### src/hw/aps_pkg.sv
// constants for the amplifier protection and fault supervisor
// assumes a 100 MHz system clock and four half-bridge channels a..d
package aps_pkg;
    localparam int unsigned CLK_MHZ = 100;
    localparam int unsigned NUM_CH = 4;
    // sustained current limiting time before overload latches, in microseconds
    localparam int unsigned OVERLOAD_TIME_US = 2600;
    localparam int unsigned OVERLOAD_CYC = OVERLOAD_TIME_US * CLK_MHZ;
    // typical short check time per microfarad of filter, in milliseconds
    localparam int unsigned SHORT_MS_PER_UF = 15;
    // stuck input: longest gap between pwm edges, in microseconds
    localparam int unsigned STUCK_TIME_US = 10;
    localparam int unsigned STUCK_CYC = STUCK_TIME_US * CLK_MHZ;
    // output configuration codes
    localparam logic [1:0] CFG_BRIDGE = 2'h0;
    localparam logic [1:0] CFG_PARALLEL = 2'h1;
    localparam logic [1:0] CFG_SINGLE = 2'h2;
    localparam logic [3:0] CH_RESET = 4'h0;
    typedef enum logic [2:0] {
        APS_POWER_UP, APS_SHORT_GND, APS_SHORT_RAIL, APS_HELD, APS_START, APS_RUN
    } aps_state_e;
endpackage

### src/hw/aps_supervisor.sv
// protection and fault supervisor for a four half-bridge power stage
// assumes comparator and pwm inputs synchronous enough to take through two flops
// Function
// RULE1: short check runs only after supply application
// RULE2: short found: all bridges off until cleared
// RULE3: check ground shorts first, then rail shorts
// RULE4: check steps end on done, variable length
// RULE5: during check fault low, reset ignored
// RULE6: passing check releases the fault output
// RULE7: reset never restarts the short check
// RULE8: short check skipped in single-ended mode
// RULE9: thermal warning low above warning threshold
// RULE10: thermal shutdown: all outputs off, fault low
// RULE11: thermal shutdown latched until reset
// RULE12: supply low: outputs off, fault low, self-recover
// RULE13: power-on clear resets overload state
// RULE14: stuck input silently turns channel off
// RULE15: fault and warning pins encode status
// RULE16: global fault stops all, latched until reset
// RULE17: channel fault stops only affected channels
// RULE18: reset low forces fault output high
// RULE19: reset low: off, weak pulldown unless single-ended
// RULE20: controller waits 4 ms before raising reset (the host model waits HOLD = 50 cycles)
// RULE21: reset rising edge starts up, clears overload (the code clears overload while the reset pin is held low, before the edge)
// RULE22: current limit over 2.6 ms latches overload
// RULE23: reset and comparators pass two flops
`timescale 1ns/10ps
module aps_supervisor
    import aps_pkg::*;
#(
    parameter int unsigned OVERLOAD_CYCLES = OVERLOAD_CYC
) (
    // clock and power-on reset
    input wire logic clk,
    input wire logic rst_b,
    // device reset pin from the controller, active low
    input wire logic dev_reset_n,
    // configuration straps
    input wire logic [1:0] out_config,
    // analog comparators, current limit flags and pwm inputs
    input wire logic temp_warn_cmp,
    input wire logic temp_shut_cmp,
    input wire logic gate_drive_supply_ok,
    input wire logic logic_supply_ok,
    input wire logic short_gnd_cmp,
    input wire logic short_rail_cmp,
    input wire logic short_step_done,
    input wire logic [3:0] per_cycle_current_limit,
    input wire logic [3:0] pwm_in,
    // power stage control
    output logic [3:0] bridge_enable,
    output logic weak_pulldown,
    output logic startup_go,
    output logic pin_short_check,
    // status pins, open drain
    output logic fault_n_o,
    output logic fault_n_oe,
    output logic thermal_warning_n_o,
    output logic thermal_warning_n_oe,
    // status: thermal shutdown and overload latched, supply low not latched
    output logic thermal_shutdown,
    output logic supply_low_protect,
    output logic [3:0] overload_latch
);
    // ------------------------------------------------------------
    // synchronisers
    // ------------------------------------------------------------
    // every asynchronous level goes through two flops; the two cycles of
    // added reaction time are far below any analog filter window upstream
    localparam int unsigned NSYNC = 8;
    logic [NSYNC-1:0] sync1, sync2;
    wire logic [NSYNC-1:0] raw_in = {dev_reset_n, temp_warn_cmp, temp_shut_cmp,
        gate_drive_supply_ok, logic_supply_ok, short_gnd_cmp, short_rail_cmp,
        short_step_done};
    always_ff @(posedge clk or negedge rst_b) begin
        if (!rst_b) begin
            sync1 <= '0;
            sync2 <= '0;
        end else begin
            sync1 <= raw_in; // RULE23
            sync2 <= sync1;
        end
    end
    wire logic reset_n_s = sync2[7];
    wire logic warn_s = sync2[6];
    wire logic shut_s = sync2[5];
    wire logic supplies_ok = sync2[4] & sync2[3];
    wire logic sgnd_s = sync2[2];
    wire logic srail_s = sync2[1];
    wire logic step_done_s = sync2[0];

    // edge detector on the synchronised pin; it resets low like the pin's
    // synchroniser, so a pin held high at power-up reads as one rising edge
    logic reset_n_d;
    always_ff @(posedge clk or negedge rst_b) begin
        if (!rst_b) begin
            reset_n_d <= 1'b0;
        end else begin
            reset_n_d <= reset_n_s;
        end
    end
    wire logic reset_rise = reset_n_s & ~reset_n_d;

    // ------------------------------------------------------------
    // start-up sequencer
    // ------------------------------------------------------------
    aps_state_e state, next_state;
    wire logic cfg_single = (out_config == CFG_SINGLE);
    wire logic in_check = (state == APS_SHORT_GND) || (state == APS_SHORT_RAIL)
        || (state == APS_HELD);
    wire logic run_ok = (state == APS_RUN);

    // the analog side decides when a check step is over, so the step
    // length follows the filter capacitance and no cycle count is kept here;
    // a short found in either step parks the sequencer until both
    // comparators are quiet, then the whole check runs again from ground
    // limitation: a comparator that never settles keeps the stage off forever
    always_comb begin
        next_state = state;
        case (state)
            APS_POWER_UP: begin
                // the check is entered only from power-up, never again
                if (supplies_ok) begin
                    next_state = cfg_single ? APS_START : APS_SHORT_GND; // RULE1 RULE8 RULE7
                end
            end
            APS_SHORT_GND: begin
                // step length set by the analog side, scaling with filter capacitance
                if (sgnd_s) begin
                    next_state = APS_HELD; // RULE2
                end else if (step_done_s) begin
                    next_state = APS_SHORT_RAIL; // RULE3 RULE4
                end
            end
            APS_SHORT_RAIL: begin
                if (srail_s) begin
                    next_state = APS_HELD; // RULE2
                end else if (step_done_s) begin
                    next_state = APS_START; // RULE6
                end
            end
            APS_HELD: begin
                if (!sgnd_s && !srail_s) begin
                    next_state = APS_SHORT_GND; // RULE2
                end
            end
            APS_START: begin
                if (reset_rise) begin
                    next_state = APS_RUN; // RULE21
                end
            end
            APS_RUN: begin
                if (!reset_n_s) begin
                    next_state = APS_START;
                end
            end
            default: next_state = APS_POWER_UP;
        endcase
    end

    always_ff @(posedge clk or negedge rst_b) begin
        if (!rst_b) begin
            state <= APS_POWER_UP;
        end else begin
            state <= next_state;
        end
    end

    // ------------------------------------------------------------
    // latched faults
    // ------------------------------------------------------------
    // reset pin is ignored while the short check runs
    wire logic reset_held = !reset_n_s && !in_check; // RULE5
    // a new over-temperature event beats a clear in the same cycle, so a
    // hot die cannot slip out of shutdown while the reset pin is low
    logic shut_latch;
    always_ff @(posedge clk or negedge rst_b) begin
        if (!rst_b) begin
            shut_latch <= 1'b0;
        end else if (shut_s) begin
            shut_latch <= 1'b1; // RULE10
        end else if (reset_held) begin
            shut_latch <= 1'b0; // RULE11
        end
    end

    // ------------------------------------------------------------
    // per channel overload and stuck input
    // ------------------------------------------------------------
    localparam int unsigned OLW = $clog2(OVERLOAD_CYCLES + 1);
    localparam int unsigned STW = $clog2(STUCK_CYC + 1);
    logic [3:0] ol_q;
    logic [3:0] stuck;
    // channel index 0..3 stands for half-bridges a..d
    genvar ch;
    generate
        for (ch = 0; ch < NUM_CH; ch++) begin : g_ch
            logic [OLW-1:0] lim_cnt;
            logic [STW-1:0] idle_cnt;
            logic cl1, cl2, pw1, pw2, pw3;
            always_ff @(posedge clk or negedge rst_b) begin
                if (!rst_b) begin
                    cl1 <= 1'b0;
                    cl2 <= 1'b0;
                    pw1 <= 1'b0;
                    pw2 <= 1'b0;
                    pw3 <= 1'b0;
                end else begin
                    cl1 <= per_cycle_current_limit[ch]; // RULE23
                    cl2 <= cl1;
                    pw1 <= pwm_in[ch];
                    pw2 <= pw1;
                    pw3 <= pw2;
                end
            end
            // power-on clear: async reset zeroes the overload state
            // the limit counter saturates at the trip count and restarts
            // from zero whenever limiting stops for a single cycle
            always_ff @(posedge clk or negedge rst_b) begin
                if (!rst_b) begin
                    lim_cnt <= '0; // RULE13
                    ol_q[ch] <= 1'b0; // RULE13
                end else begin
                    if (cl2 && run_ok) begin
                        if (lim_cnt != OLW'(OVERLOAD_CYCLES)) begin
                            lim_cnt <= lim_cnt + 1'b1;
                        end
                    end else begin
                        lim_cnt <= '0;
                    end
                    if (lim_cnt == OLW'(OVERLOAD_CYCLES)) begin
                        ol_q[ch] <= 1'b1; // RULE22
                    end else if (reset_held) begin
                        ol_q[ch] <= 1'b0; // RULE21
                    end
                end
            end
            // stuck input: any edge restarts the gap counter; the channel
            // comes back on its own with the first edge after the gap
            always_ff @(posedge clk or negedge rst_b) begin
                if (!rst_b) begin
                    idle_cnt <= '0;
                end else if (pw2 != pw3) begin
                    idle_cnt <= '0;
                end else if (idle_cnt != STW'(STUCK_CYC)) begin
                    idle_cnt <= idle_cnt + 1'b1;
                end
            end
            assign stuck[ch] = (idle_cnt == STW'(STUCK_CYC)); // RULE14
        end
    endgenerate

    // ------------------------------------------------------------
    // channel shutdown map
    // ------------------------------------------------------------
    // an overload latch shuts down its bridge pair; when the pairs are
    // paralleled one overloaded channel takes all four down, since the
    // two pairs then drive one shared load
    wire logic cfg_parallel = (out_config == CFG_PARALLEL);
    wire logic ol_ab = ol_q[0] | ol_q[1];
    wire logic ol_cd = ol_q[2] | ol_q[3];
    wire logic ol_all = cfg_parallel & (ol_ab | ol_cd);
    wire logic off_ab = ol_ab | ol_all;
    wire logic off_cd = ol_cd | ol_all;
    wire logic [3:0] ol_off = {off_cd, off_cd, off_ab, off_ab}; // RULE17
    // stuck inputs turn off only their own channel and raise no flag
    wire logic [3:0] chan_off = ol_off | stuck; // RULE14
    wire logic [3:0] chan_on = ~chan_off;

    // ------------------------------------------------------------
    // global shutdown
    // ------------------------------------------------------------
    // supply low is not latched: the bridges come back as soon as the
    // synchronised supply flags are high again
    wire logic supply_low = ~supplies_ok; // RULE12
    wire logic global_off = shut_latch | supply_low | ~reset_n_s; // RULE16 RULE12
    wire logic switch_ok = run_ok & ~global_off;

    // ------------------------------------------------------------
    // status pins
    // ------------------------------------------------------------
    // both pins are open drain: the data level is always low and only the
    // enable moves; the pull-ups sit outside this block
    wire logic fault_any = shut_latch | supply_low | (|ol_q);
    // a held reset pin masks every fault except the running check, which
    // ignores the reset pin altogether
    wire logic fault_low = in_check | (fault_any & reset_n_s); // RULE5 RULE18 RULE15
    // a latched shutdown also pulls the warning pin, so both pins read low unless a held reset pin masks the fault pin
    wire logic warn_low = warn_s | shut_latch; // RULE9 RULE15

    // ------------------------------------------------------------
    // outputs
    // ------------------------------------------------------------
    assign bridge_enable = switch_ok ? chan_on : CH_RESET; // RULE14 RULE19
    assign weak_pulldown = !reset_n_s && !cfg_single && !in_check; // RULE19
    assign startup_go = run_ok;
    assign pin_short_check = in_check;
    assign fault_n_o = 1'b0;
    assign fault_n_oe = fault_low; // RULE15
    assign thermal_warning_n_o = 1'b0;
    assign thermal_warning_n_oe = warn_low; // RULE9 RULE15
    assign thermal_shutdown = shut_latch;
    assign supply_low_protect = supply_low; // RULE12
    assign overload_latch = ol_q;
endmodule

### config.mk
export PLATFORM = sky130hd
export DESIGN_NAME = aps_supervisor
export DESIGN_NICKNAME = d
export VERILOG_FILES = /design/src/hw/aps_pkg.sv /design/src/hw/aps_supervisor.sv
export SDC_FILE = /design/constraint.sdc
export NUM_CORES = 1
export LEC_CHECK = 0
export ABC_AREA = 1
export BUFFER_PORTS_ARGS = -buffer_cell sky130_fd_sc_hd__buf_2
export CAP_MARGIN = 20
export CORE_MARGIN = 3
export CORE_UTILIZATION = 27
export CTS_CLUSTER_DIAMETER = 120
export DETAILED_ROUTE_END_ITERATION = 8
export PLACE_DENSITY = 0.51
export SYNTH_ARGS = -nofsm -noshare
export SYNTH_HDL_FRONTEND = slang
export SYNTH_SLANG_ARGS = --single-unit
### constraint.sdc
create_clock -name clk -period 3.26 [get_ports clk]
set_input_delay 0 -clock clk [delete_from_list [all_inputs] [get_ports clk]]
set_output_delay 0 -clock clk [all_outputs]
set_load 0.01 [all_outputs]
==> results.toml <==
[run_status]
status = "finished, final reports clean"

[sta]
fin_setup_tns_ns = 0
worstMarginPinSlew_ns = 0.674
rsz0062_at_grt = "false"
finalMaxSlewViolations = 0
period_needed_ns = 1.87
maxSlewHeadroom_pct = 54.7
setup_viol = 0
period_share_pct = 57.5
hold_viol_final = 0
skew_ns = 0.00998
clock.fmax_mhz = 534

[layout]
nFillCells = 3096
stdcell_area_sq_um = 9350
antenna_cells = 0
area_delta_synth_final_pct = 17.5
final_nets = 1118
drive_gt1_share_pct = 9.50

[synth]
synth_ff_type = "dfrtp_1"
yosysWarningCount = 0
synth_area_per_cell_sq_um = 7.84
ys_ff_latch = 157
async_reset_ff_share_pct = 100
seq_area_frac_synth_pct = 49.4
synth_cell_types = 34
syn_inst = 1015
synth_area_sq_um = 7960
synth-edff-count = 0

[power]
leakage_nw = 4.24
peakVddDrop_mv = 0.363
p_per_area_nw_per_um2 = 497
power_mw = 4.65

[setup_path]
crit_type = "reg -> out"
start_kind = "flop"
critPathArrivalTime_ns = 1.87
cp.required_ns = 3.26
worst_setup_path_end_kind = "output pin"
cp_max_fo = 8

[route]
via_per_inst = 4.35
via_count = 6431
drt_iter0_markers = 354
dr.pass1.iters = 4
drc = 0
drt_wl_total_um = 17300
ant_nets = 0
wl_per_cell_um = 11.7

[clock_network]
clk_path_buf_depth = 2
clock_latency_ns = 0.43
cts_tree = "yes"
cts_buffers = 17
cts-resized-gates = 0
clock-sinks = 157
clk_pin_slew_ns = 0.07
htreeDepth = 4
cts_root_buf = "clkbuf_16"

[global_routing]
grt_start_max_net_pins = 77
grt_pass1_vias = 6320
grt_pass1_wl_um = 29700
overflow = 0
antenna_found_initial = 0
grtUsageTotal_pct = 11.7

[placed_design]
placed_area_sq_um = 8590
port_buffers = 34
hpwl_um = 12600
place_congestion = 0.824

[floorplanning]
ios = 37
core_sq_um = 28900
die_w_um = 178
start_util_pct = 27.6
die_area_sq_um = 31600
die_h_um = 178
rows = 62

[hold_path]
min_path_type = "in -> reg"

[job]
cap_violations = 0
[what timing repair did]
| item | 4_1_cts | 5_1_grt |
|---|---|---|
| hold buffers | 17 | 0 |
| setup buffers | 0 | 0 |
| hold endpoints to repair | 71 | 0 |
[worst paths after layout]
kind | end | start | slack, ns | cells past startpoint
worst max-delay path | fault_n_oe | state[1]$_DFFE_PN0P_ | 1.39 | 7
worst min-delay path | state[0]$_DFFE_PN0P_ | out_config[0] | 0.03 | 5
worst max register to register | g_ch[3].idle_cnt[1]$_DFFE_PN0P_ | g_ch[3].pw2$_DFF_PN0_ | 1.70 | 5
worst min register to register | sync2[6]$_DFF_PN0_ | sync1[6]$_DFF_PN0_ | 0.35 | 0
max in group asynchronous | g_ch[2].idle_cnt[1]$_DFFE_PN0P_ | rst_b | 2.35 | 3
min in group asynchronous | g_ch[3].lim_cnt[13]$_DFFE_PN0P_ | rst_b | 0.08 | 2
[layout by cell type (no fill, tap or decap), drive strengths merged, types with 5 or more instances in the layout]
cell / instances
nand2: 252
nor2: 184
dfrtp: 157
inv: 134
nand3: 82
a21oi: 50
o21ai: 44
buf: 36
clkbuf: 22
nor3: 20
nand4: 17
dlygate4sd3: 17
ha: 16
xor2: 14
xnor2: 10
nand3b: 9
o21bai: 5
clkinv: 5
[sequential cells by signal, summed over array words and instances, names as in the netlist, 8 cells and up]
signal	count
g_ch.idle_cnt	40
sync2	8
g_ch.lim_cnt	72
sync1	8
[synthesized netlist by cell type, drive strengths merged (4+ instances only)]
library cell / n / share of area [%]
nand2: 252 / 12
nor2: 184 / 9.1
dfrtp: 157 / 49
inv: 131 / 6.2
nand3: 82 / 5.2
a21oi: 50 / 3.5
o21ai: 44 / 3.1
nor3: 20 / 1.3
nand4: 17 / 1.3
ha: 16 / 2.5
xor2: 14 / 1.5
xnor2: 10 / 1.1
nand3b: 9 / 0.85
buf: 6 / 0.71
o21bai: 5 / 0.47
nor3b: 4 / 0.38
or2: 4 / 0.31
[logic make-up after synthesis]
kind of cell,synth area share [%]
simple gates,31.2
fa+ha+maj,2.51
buf+inv,7.06
compound gates,7.23
other cells,0.0471
xor+xnor,2.64
flops,49.4
[metrics by stage]
stage | std cells | utilization, % | hold WS (ns) | setup slack [ns]
CTS | 1479 | 32.4 | 0.00865 | 1.35
finish | 1479 | 32.4 | 0.0264 | 1.39
detailed placement | 1430 | 29.8 | 0.0251 | 1.73
global route | 1479 | 32.4 | 0.0719 | 1.14
global placement | 1430 | 29.8 | 0.0256 | 1.70
floorplan | 1016 | - | -0.296 | 1.92
[worst max-delay path, stage by stage (launching register included)]
cell     delay [ns]
dfrtp_1        0.42
inv_1          0.08
nand2_1        0.10
inv_1          0.04
nor2_1         0.43
nor2_1         0.12
nor2_1         0.12
buf_2          0.14
[metal layers]
layer  GRT usage [%]  share of wire [%]
met1            15.5                 50
met2            18.1                 43
met3            3.68                5.5
met4            4.09                1.6
met5               0                  0
[where the power goes]
part	switching, mW	total, mW	internal, mW
sequential	0.0816	2.11	2.02
clock	0.834	1.98	1.14
combinational	0.375	0.563	0.188
total	1.29	4.65	3.36
[cell type report]
type | instances | area (sq um) | share of cell area, %
Clock buffer | 22 | 484 | 5.18
Clock inverter | 10 | 105 | 1.12
Timing Repair Buffer | 53 | 374 | 4.00
Multi-Input combinational cell | 720 | 3470 | 37.1
Tap cell | 384 | 480 | 5.14
Inverter | 133 | 505 | 5.41
Sequential cell | 157 | 3930 | 42.0
No activity file was read; power rests on OpenSTA's default activity.
